==> src/agucb_pkg.sv <==
// Purpose: constants and carriers for the address generation block
// Assumes: 16-bit data space, 24-bit program space, word offsets in bytes
// Notes: register offsets are word indexes on the plain register port
package agucb_pkg;
  // ****************************************
  // register map
  // ****************************************
  localparam logic [3:0] REG_CIRC_CTRL = 4'h0;
  localparam logic [3:0] REG_BREV_CTRL = 4'h1;
  localparam logic [3:0] REG_TBL_PAGE  = 4'h2;
  localparam logic [3:0] REG_VIS_PAGE  = 4'h3;
  localparam logic [3:0] REG_CORE_CTRL = 4'h4;
  localparam logic [3:0] REG_X_START   = 4'h5;
  localparam logic [3:0] REG_X_END     = 4'h6;
  localparam logic [3:0] REG_Y_START   = 4'h7;
  localparam logic [3:0] REG_Y_END     = 4'h8;
  localparam logic [3:0] REG_STATUS    = 4'h9;
  localparam int         REG_COUNT     = 9;
  localparam logic [15:0] REG_RESET    = 16'h0000;
  localparam logic [15:0] MASK_PAGE    = 16'h00ff;
  localparam logic [15:0] MASK_FULL    = 16'hffff;
  // ****************************************
  // field positions
  // ****************************************
  localparam int         X_EN_BIT  = 15;
  localparam int         Y_EN_BIT  = 14;
  localparam int         XSEL_LSB  = 0;
  localparam int         YSEL_LSB  = 4;
  localparam int         BSEL_LSB  = 8;
  localparam int         REV_EN_BIT = 15;
  localparam int         PWE_BIT   = 2;
  localparam int         CFG_BIT   = 7;
  localparam logic [3:0] SEL_NONE  = 4'hf;
  // ****************************************
  // carriers
  // ****************************************
  typedef enum logic [2:0] {
    MODE_IND  = 3'h0, MODE_POST_INC = 3'h1, MODE_POST_DEC = 3'h2,
    MODE_PRE_INC = 3'h3, MODE_PRE_DEC = 3'h4, MODE_REG_OFS = 3'h5,
    MODE_LIT_OFS = 3'h6
  } agucb_mode_e;
  typedef enum logic [1:0] {
    UNIT_XR = 2'h0, UNIT_XW = 2'h1, UNIT_Y = 2'h2
  } agucb_unit_e;
  typedef struct packed {
    logic        valid;
    agucb_unit_e unit;
    agucb_mode_e mode;
    logic [3:0]  ptr_sel;
    logic [15:0] ptr;
    logic [15:0] ofs;
    logic        byte_acc;
  } agucb_req_s;
  typedef struct packed {
    logic        valid;
    logic [15:0] ea;
    logic        wb_en;
    logic [15:0] wb_ptr;
    logic        circ_hit;
    logic        brev_act;
  } agucb_res_s;
  typedef struct packed {
    logic        valid;
    logic        wr;
    logic        hi;
    logic        byte_acc;
    logic [15:0] ea;
    logic [15:0] wdata;
  } agucb_tbl_s;
  typedef struct packed {
    logic        valid;
    logic        wr;
    logic        cfg;
    logic [2:0]  wstrb;
    logic [23:0] addr;
    logic [23:0] wdata;
  } agucb_prog_s;
endpackage

==> src/agucb_core.sv <==
// Purpose: effective address generation with circular and bit-reversed
//   modification, plus program-space address forming
// Assumes: one request of each kind per cycle, results one cycle later
// Notes: program read data is returned one cycle after prog_rvalid
//
// Implementation choices: the strobed register port and the placing of the registers.
module agucb_core
  import agucb_pkg::*;
(
  // clock and reset
  input  wire logic        mclk,
  input  wire logic        rst_n,
  // register port
  input  wire logic [3:0]  reg_addr,
  input  wire logic [15:0] reg_wdata,
  input  wire logic        reg_wr,
  input  wire logic        reg_rd,
  output logic      [15:0] reg_rdata,
  // address requests from execution
  input  agucb_req_s       req,
  output agucb_res_s       res,
  input  agucb_tbl_s       tbl,
  // program memory port
  output agucb_prog_s      prog,
  input  wire logic        prog_rvalid,
  input  wire logic [23:0] prog_rdata,
  output logic             rd_valid,
  output logic      [15:0] rd_data,
  output logic             window_wr_blocked
);
  // ****************************************
  // registers
  // ****************************************
  logic [15:0] regs [REG_COUNT];
  logic [15:0] status;
  logic [15:0] next_rdata;

  always_ff @(posedge mclk or negedge rst_n) begin
    if (!rst_n) begin
      for (int k = 0; k < REG_COUNT; k++) begin
        regs[k] <= REG_RESET;
      end
    end else if (reg_wr && reg_addr < REG_STATUS) begin
      if (reg_addr == REG_TBL_PAGE || reg_addr == REG_VIS_PAGE) begin
        regs[reg_addr] <= reg_wdata & MASK_PAGE;
      end else begin
        regs[reg_addr] <= reg_wdata & MASK_FULL;
      end
    end
  end

  always_comb begin
    next_rdata = 16'h0000;
    if (reg_addr < REG_STATUS) begin
      next_rdata = regs[reg_addr];
    end else if (reg_addr == REG_STATUS) begin
      next_rdata = status;
    end
  end

  always_ff @(posedge mclk or negedge rst_n) begin
    if (!rst_n) begin
      reg_rdata <= 16'h0000;
    end else begin
      reg_rdata <= reg_rd ? next_rdata : 16'h0000;
    end
  end

  logic [15:0] circ_ctrl;
  logic [14:0] pivot;
  logic [7:0]  tbl_page;
  logic [7:0]  vis_page;
  logic        bit_reverse_enable;
  logic        program_window_enable;
  logic [3:0]  x_sel;
  logic [3:0]  y_sel;
  logic [3:0]  b_sel;
  assign circ_ctrl = regs[REG_CIRC_CTRL];
  assign pivot = regs[REG_BREV_CTRL][14:0];
  assign bit_reverse_enable = regs[REG_BREV_CTRL][REV_EN_BIT];
  assign tbl_page = regs[REG_TBL_PAGE][7:0];
  assign vis_page = regs[REG_VIS_PAGE][7:0];
  assign program_window_enable = regs[REG_CORE_CTRL][PWE_BIT];
  assign x_sel = circ_ctrl[XSEL_LSB+:4];
  assign y_sel = circ_ctrl[YSEL_LSB+:4];
  assign b_sel = circ_ctrl[BSEL_LSB+:4];

  // ****************************************
  // mode decode
  // ****************************************
  logic is_inc;
  logic is_pre;
  logic is_post;
  logic is_ofs;
  logic brev_on;
  logic brev_act;
  logic circ_on;
  assign is_inc = req.mode == MODE_PRE_INC || req.mode == MODE_POST_INC;
  assign is_pre = req.mode == MODE_PRE_INC || req.mode == MODE_PRE_DEC;
  assign is_post = req.mode == MODE_POST_INC || req.mode == MODE_POST_DEC;
  assign is_ofs = req.mode == MODE_REG_OFS || req.mode == MODE_LIT_OFS;
  assign brev_on = b_sel != SEL_NONE && bit_reverse_enable;
  assign brev_act = brev_on && req.ptr_sel == b_sel && is_inc
                    && req.unit == UNIT_XW && !req.byte_acc;

  always_comb begin
    circ_on = 1'b0;
    if (req.unit == UNIT_Y) begin
      circ_on = y_sel != SEL_NONE && circ_ctrl[Y_EN_BIT]
                && req.ptr_sel == y_sel && !brev_on;
    end else begin
      circ_on = x_sel != SEL_NONE && circ_ctrl[X_EN_BIT]
                && req.ptr_sel == x_sel
                && !(req.unit == UNIT_XW && brev_act);
    end
  end

  // ****************************************
  // circular correction
  // ****************************************
  logic [15:0] b_start;
  logic [15:0] b_end;
  logic [15:0] b_len;
  logic [15:0] mod_new;
  logic        dir_up;
  logic [15:0] circ_new;
  logic        hit;
  assign b_start = req.unit == UNIT_Y ? regs[REG_Y_START] : regs[REG_X_START];
  assign b_end = req.unit == UNIT_Y ? regs[REG_Y_END] : regs[REG_X_END];
  assign b_len = 16'(b_end - b_start + 16'h0001);
  assign dir_up = is_inc || (is_ofs && !req.ofs[15]);

  always_comb begin
    mod_new = req.ptr;
    if (is_inc || is_ofs) begin
      mod_new = 16'(req.ptr + req.ofs);
    end else if (req.mode != MODE_IND) begin
      mod_new = 16'(req.ptr - req.ofs);
    end
  end

  always_comb begin
    circ_new = mod_new;
    hit = 1'b0;
    if (circ_on && req.mode != MODE_IND) begin
      if (dir_up && mod_new > b_end) begin
        hit = 1'b1;
        circ_new = 16'(mod_new - b_len);
      end else if (!dir_up && mod_new < b_start) begin
        hit = 1'b1;
        circ_new = 16'(mod_new + b_len);
      end
    end
  end

  // ****************************************
  // reverse-carry update
  // ****************************************
  logic [14:0] ptr_rev;
  logic [14:0] piv_rev;
  logic [14:0] sum_rev;
  logic [15:0] brv_new;
  assign brv_new[0] = 1'b0;
  assign sum_rev = 15'(ptr_rev + piv_rev);
  for (genvar i = 0; i < 15; i++) begin : g_rev
    assign ptr_rev[i] = req.ptr[15-i];
    assign piv_rev[i] = pivot[14-i];
    assign brv_new[1+i] = sum_rev[14-i];
  end

  // ****************************************
  // result
  // ****************************************
  agucb_res_s next_res;
  logic [15:0] upd;
  always_comb begin
    upd = brev_act ? brv_new : circ_new;
    if (req.unit == UNIT_Y) begin
      upd[0] = 1'b0;
    end
    next_res.valid = req.valid;
    next_res.wb_en = req.valid && (is_pre || is_post);
    next_res.wb_ptr = upd;
    next_res.ea = is_post ? req.ptr : upd;
    if (req.unit == UNIT_Y) begin
      next_res.ea[0] = 1'b0;
    end
    next_res.circ_hit = req.valid && hit && !brev_act;
    next_res.brev_act = req.valid && brev_act;
  end

  always_ff @(posedge mclk or negedge rst_n) begin
    if (!rst_n) begin
      res <= '0;
    end else begin
      res <= next_res;
    end
  end

  // ****************************************
  // program space addressing
  // ****************************************
  agucb_prog_s next_prog;
  logic win_hit;
  logic next_blk;
  assign win_hit = req.valid && program_window_enable
                   && next_res.ea[15] && !tbl.valid;

  always_comb begin
    next_prog = '0;
    next_blk = 1'b0;
    if (tbl.valid) begin
      next_prog.valid = 1'b1;
      next_prog.wr = tbl.wr;
      next_prog.addr = {tbl_page, tbl.ea};
      next_prog.cfg = tbl_page[CFG_BIT];
      if (tbl.hi) begin
        next_prog.wstrb = 3'h4;
        next_prog.wdata = {tbl.wdata[7:0], 16'h0000};
      end else if (tbl.byte_acc) begin
        next_prog.wstrb = tbl.ea[0] ? 3'h2 : 3'h1;
        next_prog.wdata = {8'h00, tbl.wdata[7:0], tbl.wdata[7:0]};
      end else begin
        next_prog.wstrb = 3'h3;
        next_prog.wdata = {8'h00, tbl.wdata};
      end
      next_prog.wstrb = tbl.wr ? next_prog.wstrb : 3'h0;
    end else if (win_hit && req.unit == UNIT_XW) begin
      next_blk = 1'b1;
    end else if (win_hit) begin
      next_prog.valid = 1'b1;
      next_prog.addr = {1'b0, vis_page, next_res.ea[14:0]};
    end
  end

  // read kind held until the memory answers: 0 low word, 1 high byte
  logic rd_hi;
  logic rd_byte;
  logic rd_odd;
  always_ff @(posedge mclk or negedge rst_n) begin
    if (!rst_n) begin
      prog <= '0;
      window_wr_blocked <= 1'b0;
      rd_hi <= 1'b0;
      rd_byte <= 1'b0;
      rd_odd <= 1'b0;
    end else begin
      prog <= next_prog;
      window_wr_blocked <= next_blk;
      if (next_prog.valid && !next_prog.wr) begin
        rd_hi <= tbl.valid && tbl.hi;
        rd_byte <= tbl.valid && tbl.byte_acc;
        rd_odd <= tbl.ea[0];
      end
    end
  end

  logic [15:0] next_rd;
  always_comb begin
    next_rd = prog_rdata[15:0];
    if (rd_hi) begin
      next_rd = (rd_byte && rd_odd) ? 16'h0000 : {8'h00, prog_rdata[23:16]};
    end else if (rd_byte) begin
      next_rd = {8'h00, rd_odd ? prog_rdata[15:8] : prog_rdata[7:0]};
    end
  end

  always_ff @(posedge mclk or negedge rst_n) begin
    if (!rst_n) begin
      rd_valid <= 1'b0;
      rd_data <= 16'h0000;
    end else begin
      rd_valid <= prog_rvalid;
      rd_data <= prog_rvalid ? next_rd : 16'h0000;
    end
  end

  // sticky status, set wins over the clearing write
  always_ff @(posedge mclk or negedge rst_n) begin
    if (!rst_n) begin
      status <= 16'h0000;
    end else begin
      status <= ((reg_wr && reg_addr == REG_STATUS) ? status & ~reg_wdata : status)
                | {12'h000, next_blk, win_hit, next_res.brev_act, next_res.circ_hit};
    end
  end
endmodule

==> config.mk <==
export PLATFORM = sky130hd
export DESIGN_NAME = agucb_core
export DESIGN_NICKNAME = d
export VERILOG_FILES = /design/src/agucb_pkg.sv /design/src/agucb_core.sv
export SDC_FILE = /design/constraint.sdc
export NUM_CORES = 1
export LEC_CHECK = 0
export BUFFER_PORTS_ARGS = -buffer_cell sky130_fd_sc_hd__buf_4
export CAP_MARGIN = 20
export CORE_ASPECT_RATIO = 0.75
export CORE_MARGIN = 5
export CORE_UTILIZATION = 40
export CTS_CLUSTER_DIAMETER = 50
export CTS_CLUSTER_SIZE = 8
export DETAILED_ROUTE_END_ITERATION = 16
export GPL_TIMING_DRIVEN = 0
export MAX_ROUTING_LAYER = met4
export PLACE_DENSITY = 0.64
export SLEW_MARGIN = 20
export SYNTH_ARGS = -nofsm -noshare
export SYNTH_HDL_FRONTEND = slang
export SYNTH_SLANG_ARGS = --single-unit
==> constraint.sdc <==
create_clock -name mclk -period 6.15 [get_ports mclk]
set_input_delay 0.615 -clock mclk [delete_from_list [all_inputs] [get_ports mclk]]
set_output_delay 0.615 -clock mclk [all_outputs]
set_load 0.005 [all_outputs]
# --- Yosys cells after proc, flatten, opt, wreduce, memory -nomap -nowiden ---
# Index checks and enable logic that the tools add are counted.
word_totals:
  ff_bits: 287
  in_bits: 128
  out_inout_bits: 124
  wordCells: 158
classes:
  add_sub_neg: 7
  magnitude_cmp: 5
  eq_ne: 17
  n_mux: 48
  bitwise: 4
  n_reduce_logical: 48
ops:
  columns: ["operator", "n"]
  rows:
  - ["two-way mux 16 bit", 20]
  - ["bitwise mux 144 bit", 2]
  - ["two-way mux 144 bit", 1]
  - ["two-way mux 24 bit", 3]
  - ["binary-select mux 16 bit (select 4 bit)", 1]
  - ["demux 16 bit (select 4 bit)", 1]
  - ["subtractor 16 bit", 3]
  - ["two-way mux 23 bit", 2]
  - ["adder 16 bit", 2]
  - ["logical AND 1 bit", 31]
  - ["adder 16 x 1 -> 16 bit (second input constant)", 1]
  - ["bitwise AND 16 bit", 1]
  - ["> comparator 16 bit", 1]
  - ["less-than comparator 16 bit", 1]
  - ["two-way mux 8 bit", 2]
  - ["inverter 16 bit", 1]
  - ["bitwise OR 16 x 4 -> 16 bit", 1]
  - ["adder 15 bit", 1]
  - ["equality test 4 bit", 3]
  - ["inequality test 4 bit (second input constant)", 3]
  - ["two-way mux 1 bit", 11]
  - ["equality test 3 bit (second input constant)", 3]
  - ["equality test 4 x 2 -> 1 bit (second input constant)", 2]
  - ["logical NOT 1 bit", 8]
  - ["other kinds (14)", 24]

# --- Longest topological paths before layout ---
# Gate-level depths: netlist (run 1).
depth:
  ltp_word: 21
  ltp_mapped: 34
  depth_no_buf: 29

# --- Worst setup path after synthesis (run 1) ---
# OpenSTA, ideal clock, no wires.
synth_timing:
  kind: "input -> register"
  start: "in req[41] in the netlist's numbering"
  end: "reg prog[28] in the netlist's numbering"
  setup_ps: 121
  arrival_time_ps: 6266
  t_required_ps: 6029
  setup_slack_ps: -237
  stages: 30
  n_path_buf: 5
  path_cell_list: "nor2b_1 -> buf_2 -> buf_2 -> buf_1 -> mux2i_1 -> ha_1 -> ha_1 -> a21oi_1 -> o21bai_1 -> a21oi_1 -> o21bai_1 -> a21oi_1 -> nor2b_1 -> o21a_1 -> o41ai_1 -> o21bai_1 -> a21o_1 -> xor2_1 -> ha_1 -> and2_1 -> a221o_1 -> a31oi_1 -> xor2_1 -> a22oi_2 -> mux2i_1 -> o31ai_2 -> and2_1 -> buf_4 -> buf_6 -> a22o_1"
synth_rtl:
  columns: ["element", "line", "rtl"]
  rows:
  - ["from (decl)", "agucb_core.sv:20", "input agucb_req_s req,"]
  - ["to (signal assigned)", "agucb_core.sv:248", "prog <= next_prog;"]
  - ["to (decl)", "agucb_core.sv:24", "output agucb_prog_s prog,"]

==> impl_metrics.env, run 1 <==
export IMPL_synth_area_leaders="dfrtp_1 40%, ha_1 9.0%, mux2_2 4.8%, mux4_2 4.1%, nand2_1 3.8%"
export IMPL_startpoint_type="input port"
export IMPL_ant_nets=0
export IMPL_yosysTopAreaCellShare_pct=40.3
export IMPL_cp_slowest_stage_delay_ps=330
export IMPL_critPathKind="input port to flip-flop"
export IMPL_cts_root_buf="clkbuf_16"
export IMPL_nets=2376
export IMPL_leakagePower_nw=10.5
export IMPL_maxUsedRoutingLayer="met4"
export IMPL_cpMostUsedCell="a21oi_2"
export IMPL_worstPathRequired_ps=6580
export IMPL_yosysMostFrequentCell="dfrtp_1"
export IMPL_setup_viol=0
export IMPL_grt_pass1_wl_mm=94.4
export IMPL_syn_nets=2063
export IMPL_grt_pass1_vias=15400
export IMPL_post_place_ws_ps=-1700
export IMPL_cp_max_fo=10
export IMPL_clock_latency_ps=570
export IMPL_fin_crit_sh_pct=97.1
export IMPL_drc=0
export IMPL_p_per_area_mw_per_mm2=390
export IMPL_wl_met3_mm=5.41
export IMPL_clk_path_buf_depth=3
export IMPL_vias=15600
export IMPL_clkTransAtPathRegs_ps=50
export IMPL_numCtsBuffers=45
export IMPL_core_mm2=0.0437
export IMPL_synthDistinctLibCells=83
export IMPL_worstMarginPinSlew_ps=1060
export IMPL_yosys_warnings=0
export IMPL_async_flop_share_pct=100
export IMPL_yosysSeqAreaShare_pct=40.3
export IMPL_finalWorstPathRequiredPeriod_ps=5970
export IMPL_cp_slowest_cell="ha_1"
export IMPL_crit_path_end_kind="flip-flop"
export IMPL_mappedNetlistArea_mm2=0.0178
export IMPL_n_antenna_cell=0
export IMPL_die_area_mm2=0.0488
export IMPL_routed_via_density=5.79
export IMPL_finalHoldViolCount=0
export IMPL_dieWidth_um=253
export IMPL_synth_edff_count=0
export IMPL_drive_gt1_share_pct=24.1
export IMPL_max_freq_mhz=167
export IMPL_pin_count=252
export IMPL_synth_top_flop_cell="dfrtp_1"
export IMPL_area_growth_pct=24.9
export IMPL_synthTopCellsByCount="286 x dfrtp_1, 179 x nand2_1, 128 x ha_1"
export IMPL_place_inst=2626
export IMPL_arrival_ps=6400
export IMPL_die_h_um=193
export IMPL_row_count=66
export IMPL_overflow=0
export IMPL_place_detailed_hpwl_mm=50.0
export IMPL_crit_family="compound AO/OA/AOI/OAI gates"
export IMPL_wl_mm=63.0
export IMPL_clkSinkCount=286
export IMPL_htree_num_levels=2
export IMPL_routabilityCongestion=0.917
export IMPL_num_fill_cells=3970
export IMPL_portBuffers=243
export IMPL_grt_max_degree=86
export IMPL_grt_use_total_pct=25.8
export IMPL_skew_ps=26.3
export IMPL_stdcell_count=2701
export IMPL_ir_drop_uv=305
export IMPL_relSlewSlack_pct=29.6
export IMPL_syn_inst=1801
export IMPL_antenna_found_initial=0
export IMPL_yosysTopAreaCell="dfrtp_1"
export IMPL_slew_viol_final=0
export IMPL_status="finished, final reports clean"
export IMPL_cp_num_buf_inv=6
export IMPL_tritoncts="yes"
export IMPL_dr_first_iter_drc_count=1354
export IMPL_cap_violations=0
export IMPL_wl_per_cell_um=23.3
export IMPL_wl_met2_mm=27.5
export IMPL_initial_core_util_pct=40.7
export IMPL_wl_met1_mm=28.8
export IMPL_hp_class="input port to flip-flop"
export IMPL_fin_ws_ps=178
export IMPL_syn_area_per_cell_um2=9.87
export IMPL_ys_seq_elements=286
export IMPL_first_pass_iters=5
==> placed cells by master, fill, tap and decap left out, types with 12 or more instances in the layout <==
| master | netlist | final |
|---|---|---|
| o21ai_0 | 109 | 105 |
| a21oi_1 | 106 | 100 |
| nor2b_1 | 47 | 46 |
| inv_1 | 98 | 97 |
| mux2i_1 | 32 | 28 |
| nand2_1 | 179 | 175 |
| buf_1 | 16 | 15 |
| nor2_1 | 120 | 119 |
| a31oi_1 | 21 | 18 |
| nor3_1 | 23 | 21 |
| o22a_1 | 16 | 16 |
| ha_1 | 128 | 122 |
| clkbuf_16 | 0 | 46 |
| mux4_2 | 32 | 32 |
| and2_1 | 30 | 29 |
| o211ai_1 | 12 | 12 |
| a21boi_0 | 14 | 13 |
| nor4b_1 | 18 | 18 |
| nand2b_1 | 22 | 20 |
| xnor2_1 | 39 | 39 |
| mux2_2 | 76 | 76 |
| o21bai_1 | 15 | 13 |
| dfrtp_1 | 286 | 286 |
| and3_1 | 17 | 17 |
| a22o_1 | 28 | 27 |
| buf_4 | 4 | 265 |
| o221ai_1 | 14 | 13 |
| clkbuf_1 | 69 | 65 |
| a21o_1 | 29 | 29 |
| xor2_1 | 13 | 13 |
| nand3_1 | 17 | 17 |
==> timing repair <==
item | 4_1_cts | 5_1_grt
pin swaps | 8 | 23
hold buffers | 1 | 0
cloned | 0 | 0
resized for setup | 37 | 41
endpoints found under the hold margin | 36 | 0
setup buffers | 10 | 12
setup endpoints to repair | 49 | 44
==> cells by family (layout without fill, tap and decap cells) <==
group | Yosys count | after routing | synth area share [%]
AND/OR/NAND/NOR | 511 | 511 | 13.9
flip-flops | 286 | 286 | 40.3
AO/OA/AOI/OAI | 479 | 479 | 18.2
adder cells (fa/ha/maj) | 134 | 134 | 9.68
XOR/XNOR | 54 | 54 | 2.74
buffers and inverters | 195 | 517 | 4.33
multiplexers | 142 | 142 | 10.9
==> stage by stage <==
stage | hold slack, ps | TNS [ps] | total power [mW] | instance area [µm²] | utilization [%]
6_report | 245 | 0 | 8.67 | 22200 | 50.8
5_1_grt | 238 | -98.6 | 9.19 | 22200 | 50.8
4_1_cts | 216 | 0 | 8.50 | 21900 | 50.2
3_5_place_dp | 466 | -69430 | 6.18 | 20400 | 46.8
3_3_place_gp | 457 | -74530 | 6.12 | 20300 | 46.6
2_1_floorplan | 319 | 0 | 4.97 | 17800 | -
==> metal layers <==
metal | GRT usage, % | vias to the layer above
met3 | 4.35 | 95
met2 | 38.4 | 672
li1 | - | 7096
met1 | 37.5 | 7776
met4 | 5.65 | 0
met5 | - | -
==> worst register-to-register path: cells and delay by family, from the launching register on <==
| family | cells | cell delay, ps |
|---|---|---|
| AO/OA/AOI/OAI | 15 | 2680 |
| XOR/XNOR | 2 | 250 |
| adder cells (fa/ha/maj) | 3 | 830 |
| buffers and inverters | 3 | 440 |
| flip-flops | 1 | 410 |
| multiplexers | 2 | 530 |
| AND/OR/NAND/NOR | 3 | 370 |
==> where the power goes <==
part	total [mW]	internal (mW)	switching [mW]	leakage, nW
Combinational	4.07	1.75	2.31	6.21
Clock	2.20	1.34	0.855	0.609
Sequential	2.40	2.17	0.227	3.66
Total	8.67	5.27	3.40	10.5
==> layout make-up <==
type	count	area (µm²)	share of cell area, %
repair buffers	268	2090	9.42
plain buffers	95	478	2.15
inverters	98	368	1.66
clock inverters	10	111	0.502
well taps	578	723	3.26
clock buffers	46	1130	5.09
multi-input cells	1320	10100	45.7
flip-flops and latches	286	7160	32.2
==> worst paths after layout <==
| check | from | end | slack, ps | cells after the start |
|---|---|---|---|---|
| max | req[40] | prog[37] | 180 | 32 |
| min | prog_rvalid | rd_valid | 240 | 1 |
| max reg2reg | flip-flop | prog[37] | 510 | 28 |
| min reg2reg | circ_ctrl[13] | circ_ctrl[13] | 480 | 2 |
| max in group asynchronous | rst_n | regs[28] | 4450 | 4 |
| min in group asynchronous | rst_n | rd_data[15] | 540 | 2 |
(Power assumes the default switching activity.)
==> run 2, diff against run 1 <==
--- a/config.mk
+++ b/config.mk
@@ -5,6 +5,7 @@
 export SDC_FILE = /design/constraint.sdc
 export NUM_CORES = 1
 export LEC_CHECK = 0
+export ABC_CLOCK_PERIOD_IN_PS = 6150
 export BUFFER_PORTS_ARGS = -buffer_cell sky130_fd_sc_hd__buf_4
 export CAP_MARGIN = 20
 export CORE_ASPECT_RATIO = 0.75
@@ -16,6 +17,7 @@
 export GPL_TIMING_DRIVEN = 0
 export MAX_ROUTING_LAYER = met4
 export PLACE_DENSITY = 0.64
+export REMOVE_ABC_BUFFERS = 1
 export SLEW_MARGIN = 20
 export SYNTH_ARGS = -nofsm -noshare
 export SYNTH_HDL_FRONTEND = slang
==> run 2 against run 1 <==
- sequential cell count unchanged
- clock power hardly changed
- worst setup slack better by 29 ps
- count of clock-buffer cells in the layout did not move
- total power is 2.3% lower
- critical endpoint is now prog[34]
- largest cell class unchanged
==> impl_metrics.env, run 2 (synthesis results as in run 1) <==
export IMPL_portBuffers=251
export IMPL_placed_cell_area_mm2=0.0203
export IMPL_row_count=66
export IMPL_setup_viol=0
export IMPL_area_growth_pct=23.8
export IMPL_crit_start="req[17]"
export IMPL_tns_ps=0
export IMPL_cp_max_fo=13
export IMPL_clk_path_buf_depth=3
export IMPL_clkSinkCount=286
export IMPL_final_common_cell="dfrtp_1"
export IMPL_worstMarginPinSlew_ps=1140
export IMPL_nets=2312
export IMPL_seqPwrFrac_pct=28.3
export IMPL_htree_num_levels=2
export IMPL_relSlewSlack_pct=24.0
export IMPL_fin_util_pct=50.4
export IMPL_arrival_ps=6440
export IMPL_drc=0
export IMPL_grt_pass1_vias=14800
export IMPL_overflow=0
export IMPL_clockPowerShare_pct=25.8
export IMPL_max_freq_mhz=168
export IMPL_power_frac_comb_pct=45.9
export IMPL_holdWs_ps=33.8
export IMPL_vias=15100
export IMPL_postCtsHoldBufs=0
export IMPL_initial_core_util_pct=40.7
export IMPL_finalWorstPathRequiredPeriod_ps=5940
export IMPL_critPathKind="input port to flip-flop"
export IMPL_die_h_um=193
export IMPL_fin_ws_ps=206
export IMPL_cap_violations=0
export IMPL_fin_crit_sh_pct=96.6
export IMPL_n_antenna_cell=0
export IMPL_grt_use_total_pct=24.1
export IMPL_ant_nets=0
export IMPL_final_cell_mix="286 x dfrtp_1, 280 x buf_4, 178 x nand2_1"
export IMPL_slew_viol_final=0
export IMPL_pin_count=252
export IMPL_tritoncts="yes"
export IMPL_ir_drop_uv=321
export IMPL_core_mm2=0.0437
export IMPL_status="finished, final reports clean"
export IMPL_worstRegToRegCells=24
export IMPL_first_pass_iters=5
export IMPL_place_detailed_hpwl_mm=43.1
export IMPL_finalHoldViolCount=0
export IMPL_multiInputGateArea_mm2=0.0102
export IMPL_design_area_mm2=0.0220
export IMPL_netSwitchingFraction_pct=38.3
export IMPL_dieWidth_um=253
export IMPL_num_fill_cells=3958
export IMPL_die_area_mm2=0.0488
export IMPL_cts_root_buf="clkbuf_16"
export IMPL_leakagePower_nw=10.5
export IMPL_drive_gt1_share_pct=25.5
export IMPL_hp_class="input port to async pin"
export IMPL_skew_ps=21.2
export IMPL_seq_area_mm2=0.00716
export IMPL_startpoint_type="input port"
export IMPL_wl_per_cell_um=22.3
export IMPL_wl_mm=58.7
export IMPL_p_int_mw=5.22
export IMPL_routabilityCongestion=0.929
export IMPL_clock_latency_ps=580
export IMPL_antenna_found_initial=1
export IMPL_grt_pass1_wl_mm=89.6
export IMPL_numCtsBuffers=44
export IMPL_crit_path_end_kind="flip-flop"
export IMPL_grt_max_degree=100
export IMPL_dr_first_iter_drc_count=1150
export IMPL_routed_via_density=5.72
export IMPL_p_sw_mw=3.25
export IMPL_post_place_ws_ps=-1830
export IMPL_worstPathRequired_ps=6650
export IMPL_clkTransAtPathRegs_ps=50
export IMPL_p_per_area_mw_per_mm2=385
run 2: cell types whose count changed in the layout (fill, tap and decap cells not counted), moves of 3 or more:
| cell | change |
|---|---|
| clkbuf_1 | -64 |
| buf_1 | -15 |
| buf_4 | +15 |
| buf_2 | -3 |
| nand2_1 | +3 |
| nand2_2 | -3 |
run 2: final timing paths:
check                               end  slack [ps]
max in group asynchronous  reg_rdata[8]        4660
setup / recovery               prog[34]         210
hold reg to reg                regs[78]         490
setup reg to reg                 rd_odd         420
hold / removal                 rd_valid          30
min in group mclk              rd_valid         230
run 2: metal layers:
metal / global-route usage, % / share of wire, % / up-vias
met5: - / 0 / -
li1: - / - / 6972
met4: 4.61 / 1.7 / 0
met1: 34.2 / 46 / 7414
met3: 4.06 / 7.5 / 77
met2: 37.1 / 45 / 599
run 2: through the flow:
stage                     power [mW]  cells
after floorplan                 4.93   1704
after global placement          5.96   2533
after detailed placement        6.03   2548
after CTS                       8.30   2616
after global routing            9.00   2635
final                           8.47   2635
run 2: final cells by class:
class                   instances  share of cell area [%]
clock buffers                  46                    5.13
multi-input cells            1322                    46.1
clock inverters                 7                   0.489
well taps                     578                    3.29
inverters                      98                    1.67
flip-flops and latches        286                    32.5
repair buffers                298                    10.8
run 2: power groups by stage:
stage | logic, mW | registers, mW | clock network, mW
after floorplan | 2.59 | 2.34 | 0
after global placement | 3.56 | 2.40 | 0
after detailed placement | 3.62 | 2.42 | 0
after CTS | 3.69 | 2.39 | 2.22
after global routing | 4.27 | 2.42 | 2.30
final | 3.88 | 2.40 | 2.19
run 2: repair_timing:
action | 4_1_cts | 5_1_grt
resized for setup | 16 | 30
hold endpoints to repair | 0 | 0
setup buffers | 13 | 18
setup endpoints to repair | 51 | 41
pin swaps | 4 | 15
gates cloned | 2 | 0
run 2: worst max-delay path, cell delays in order:
cell,delay [ps]
buf_4,110
inv_1,140
ha_1,210
inv_1,60
fa_1,410
a21o_1,200
a221o_1,350
a21oi_1,240
o21bai_1,160
a31oi_2,310
nor4b_1,110
a21oi_1,270
nand2_2,160
ha_1,330
nor2b_1,130
o21ai_1,290
o211ai_1,260
o221ai_4,420
nor2_4,110
buf_12,170
nor2_4,410
a31oi_1,160
o221ai_1,580
a22o_1,210
==> run 3, diff against run 2 <==
--- a/config.mk
+++ b/config.mk
@@ -10,13 +10,13 @@
 export CAP_MARGIN = 20
 export CORE_ASPECT_RATIO = 0.75
 export CORE_MARGIN = 5
-export CORE_UTILIZATION = 40
+export CORE_UTILIZATION = 59
 export CTS_CLUSTER_DIAMETER = 50
 export CTS_CLUSTER_SIZE = 8
 export DETAILED_ROUTE_END_ITERATION = 16
 export GPL_TIMING_DRIVEN = 0
 export MAX_ROUTING_LAYER = met4
-export PLACE_DENSITY = 0.64
+export PLACE_DENSITY = 0.87
 export REMOVE_ABC_BUFFERS = 1
 export SLEW_MARGIN = 20
 export SYNTH_ARGS = -nofsm -noshare
==> run 3 against run 2 <==
- register-to-register slack worse by 140 ps
- core utilization is 22 points higher
- maximum frequency is 1.7% lower
- sequential power hardly changed
- clock skew is 2.4 ps lower
- total power is 0.43% lower
- worst setup slack worse by 100 ps
- sequential share of layout area is 0.68 points higher
- global-route usage is 9.6 points higher
- critical path depth is 1 higher
- count of clock-buffer cells in the layout is 1 higher
==> impl_metrics.env, run 3 (synthesis results as in run 1) <==
export IMPL_row_count=55
export IMPL_place_detailed_hpwl_mm=41.6
export IMPL_arrival_ps=6520
export IMPL_clkTransAtPathRegs_ps=50
export IMPL_max_freq_mhz=165
export IMPL_cap_violations=0
export IMPL_rsz0062_at_grt="yes"
export IMPL_clk_path_buf_depth=3
export IMPL_die_area_mm2=0.0337
export IMPL_dr_first_iter_drc_count=1705
export IMPL_area_growth_pct=21.3
export IMPL_routed_via_density=6.41
export IMPL_core_mm2=0.0299
export IMPL_wl_per_cell_um=23.6
export IMPL_cp_max_fo=4
export IMPL_p_per_area_mw_per_mm2=391
export IMPL_slew_viol_final=0
export IMPL_ant_nets=0
export IMPL_fin_ws_ps=102
export IMPL_dieWidth_um=210
export IMPL_crit_path_end_kind="flip-flop"
export IMPL_setup_viol=0
export IMPL_leakagePower_nw=10.3
export IMPL_finalWorstPathRequiredPeriod_ps=6050
export IMPL_placed_cell_area_mm2=0.0200
export IMPL_seq_area_mm2=0.00716
export IMPL_initial_core_util_pct=59.4
export IMPL_cp_slowest_cell="nor3_1"
export IMPL_routabilityCongestion=0.930
export IMPL_drc=0
export IMPL_antenna_found_initial=2
export IMPL_num_fill_cells=2140
export IMPL_cp_slowest_stage_delay_ps=850
export IMPL_overflow=0
export IMPL_grt_pass1_vias=15000
export IMPL_cpMostUsedCell="a21oi_1"
export IMPL_critPathKind="input port to flip-flop"
export IMPL_worstPathRequired_ps=6620
export IMPL_htree_num_levels=2
export IMPL_first_pass_iters=5
export IMPL_cp_num_buf_inv=3
export IMPL_hp_class="input port to async pin"
export IMPL_grt_use_total_pct=33.7
export IMPL_grt_max_degree=103
export IMPL_relSlewSlack_pct=19.1
export IMPL_finalPower_mw=8.43
export IMPL_n_antenna_cell=0
export IMPL_die_h_um=160
export IMPL_wl_mm=57.6
export IMPL_numCtsBuffers=44
export IMPL_design_area_mm2=0.0216
export IMPL_skew_ps=18.8
export IMPL_startpoint_type="input port"
export IMPL_fin_crit_sh_pct=98.3
export IMPL_drive_gt1_share_pct=24.2
export IMPL_nets=2293
export IMPL_finalHoldViolCount=0
export IMPL_status="finished, final reports clean"
export IMPL_vias=15600
export IMPL_cts_root_buf="clkbuf_16"
export IMPL_final_common_cell="dfrtp_1"
export IMPL_clock_latency_ps=550
export IMPL_worstMarginPinSlew_ps=1210
export IMPL_tritoncts="yes"
export IMPL_portBuffers=251
export IMPL_multiInputGateArea_mm2=0.0101
export IMPL_postCtsHoldBufs=0
export IMPL_crit_family="compound AO/OA/AOI/OAI gates"
export IMPL_ir_drop_uv=277
export IMPL_clkSinkCount=286
export IMPL_final_cell_mix="286 x dfrtp_1, 266 x buf_4, 178 x nand2_1"
export IMPL_pin_count=252
export IMPL_post_place_ws_ps=-2150
export IMPL_grt_pass1_wl_mm=87.0
## run 3: changes by cell type in the layout (fill, tap and decap cells not counted), sizes merged
cell      delta
clkbuf       +1
buf         -19
clkinv       -3
inv          +1
nor2b        -1
and2         +1
clkinvlp     +1
## run 3: path summary, 6_finish.rpt
check / slack, ps / cells past startpoint / start / end
min in group mclk: 250 / 1 / prog_rvalid / rd_valid
setup reg to reg: 280 / 24 / flip-flop / rd_odd
setup / recovery: 100 / 25 / req[17] / prog[28]
hold / removal: 80 / 1 / rst_n / rd_data[15]
hold reg to reg: 480 / 2 / regs[78] / regs[78]
max in group asynchronous: 5080 / 2 / rst_n / res[14]
## run 3: layout make-up
class / count / area share, %
Timing Repair Buffer: 279 / 10.2
Clock inverter: 6 / 0.371
Inverter: 98 / 1.71
Clock buffer: 47 / 5.26
Multi-Input combinational cell: 1322 / 47.0
Tap cell: 399 / 2.32
Sequential cell: 286 / 33.2
## run 3: power breakdown
group,internal (mW),switching (mW),total (mW),leakage [nW]
clock,1.33,0.824,2.16,0.593
combinational,1.67,2.20,3.87,6.10
sequential,2.17,0.230,2.40,3.66
## run 3: stage by stage
stage                     utilization (%)  TNS, ps  hold WS (ps)  cells
after floorplan                         -   -38930           319   1704
after global placement               66.0  -189120           456   2354
after detailed placement             66.8   -85410           472   2365
after CTS                            71.5        0          96.3   2427
after global routing                 72.0    -81.5           130   2437
final                                72.0        0          75.9   2437
## run 3: what timing repair did
item                                    in CTS  in global routing
buffers inserted                             7                  9
pin swaps                                    5                  6
resized for setup                           20                 21
endpoints found under the setup margin      57                 43
cloned                                       2                  1
## run 3: layer usage
metal / vias up / global-route usage (%) / share of wire (%)
met5: - / - / 0
met4: 0 / 9.43 / 2.8
met3: 117 / 7.15 / 10
met2: 902 / 50.5 / 45
met1: 7653 / 47.2 / 42
li1: 6940 / - / -
## run 3: worst register-to-register path, stage by stage (launching register included)
cell and delay [ps]:
dfrtp_1 410, mux2i_2 230, ha_1 320, ha_1 280, a21o_1 200, a21oi_2 200
o21bai_1 110, a21oi_2 180, o21bai_1 100, a21oi_2 190, nor2b_1 80, o21a_1 210
o41ai_4 370, xnor2_1 150, ha_1 370, or4_1 510, o21ai_2 210, a221oi_1 120
xnor2_1 150, a22oi_2 220, mux2i_2 320, o31ai_4 120, buf_12 180, a21oi_2 170
mux2_1 350
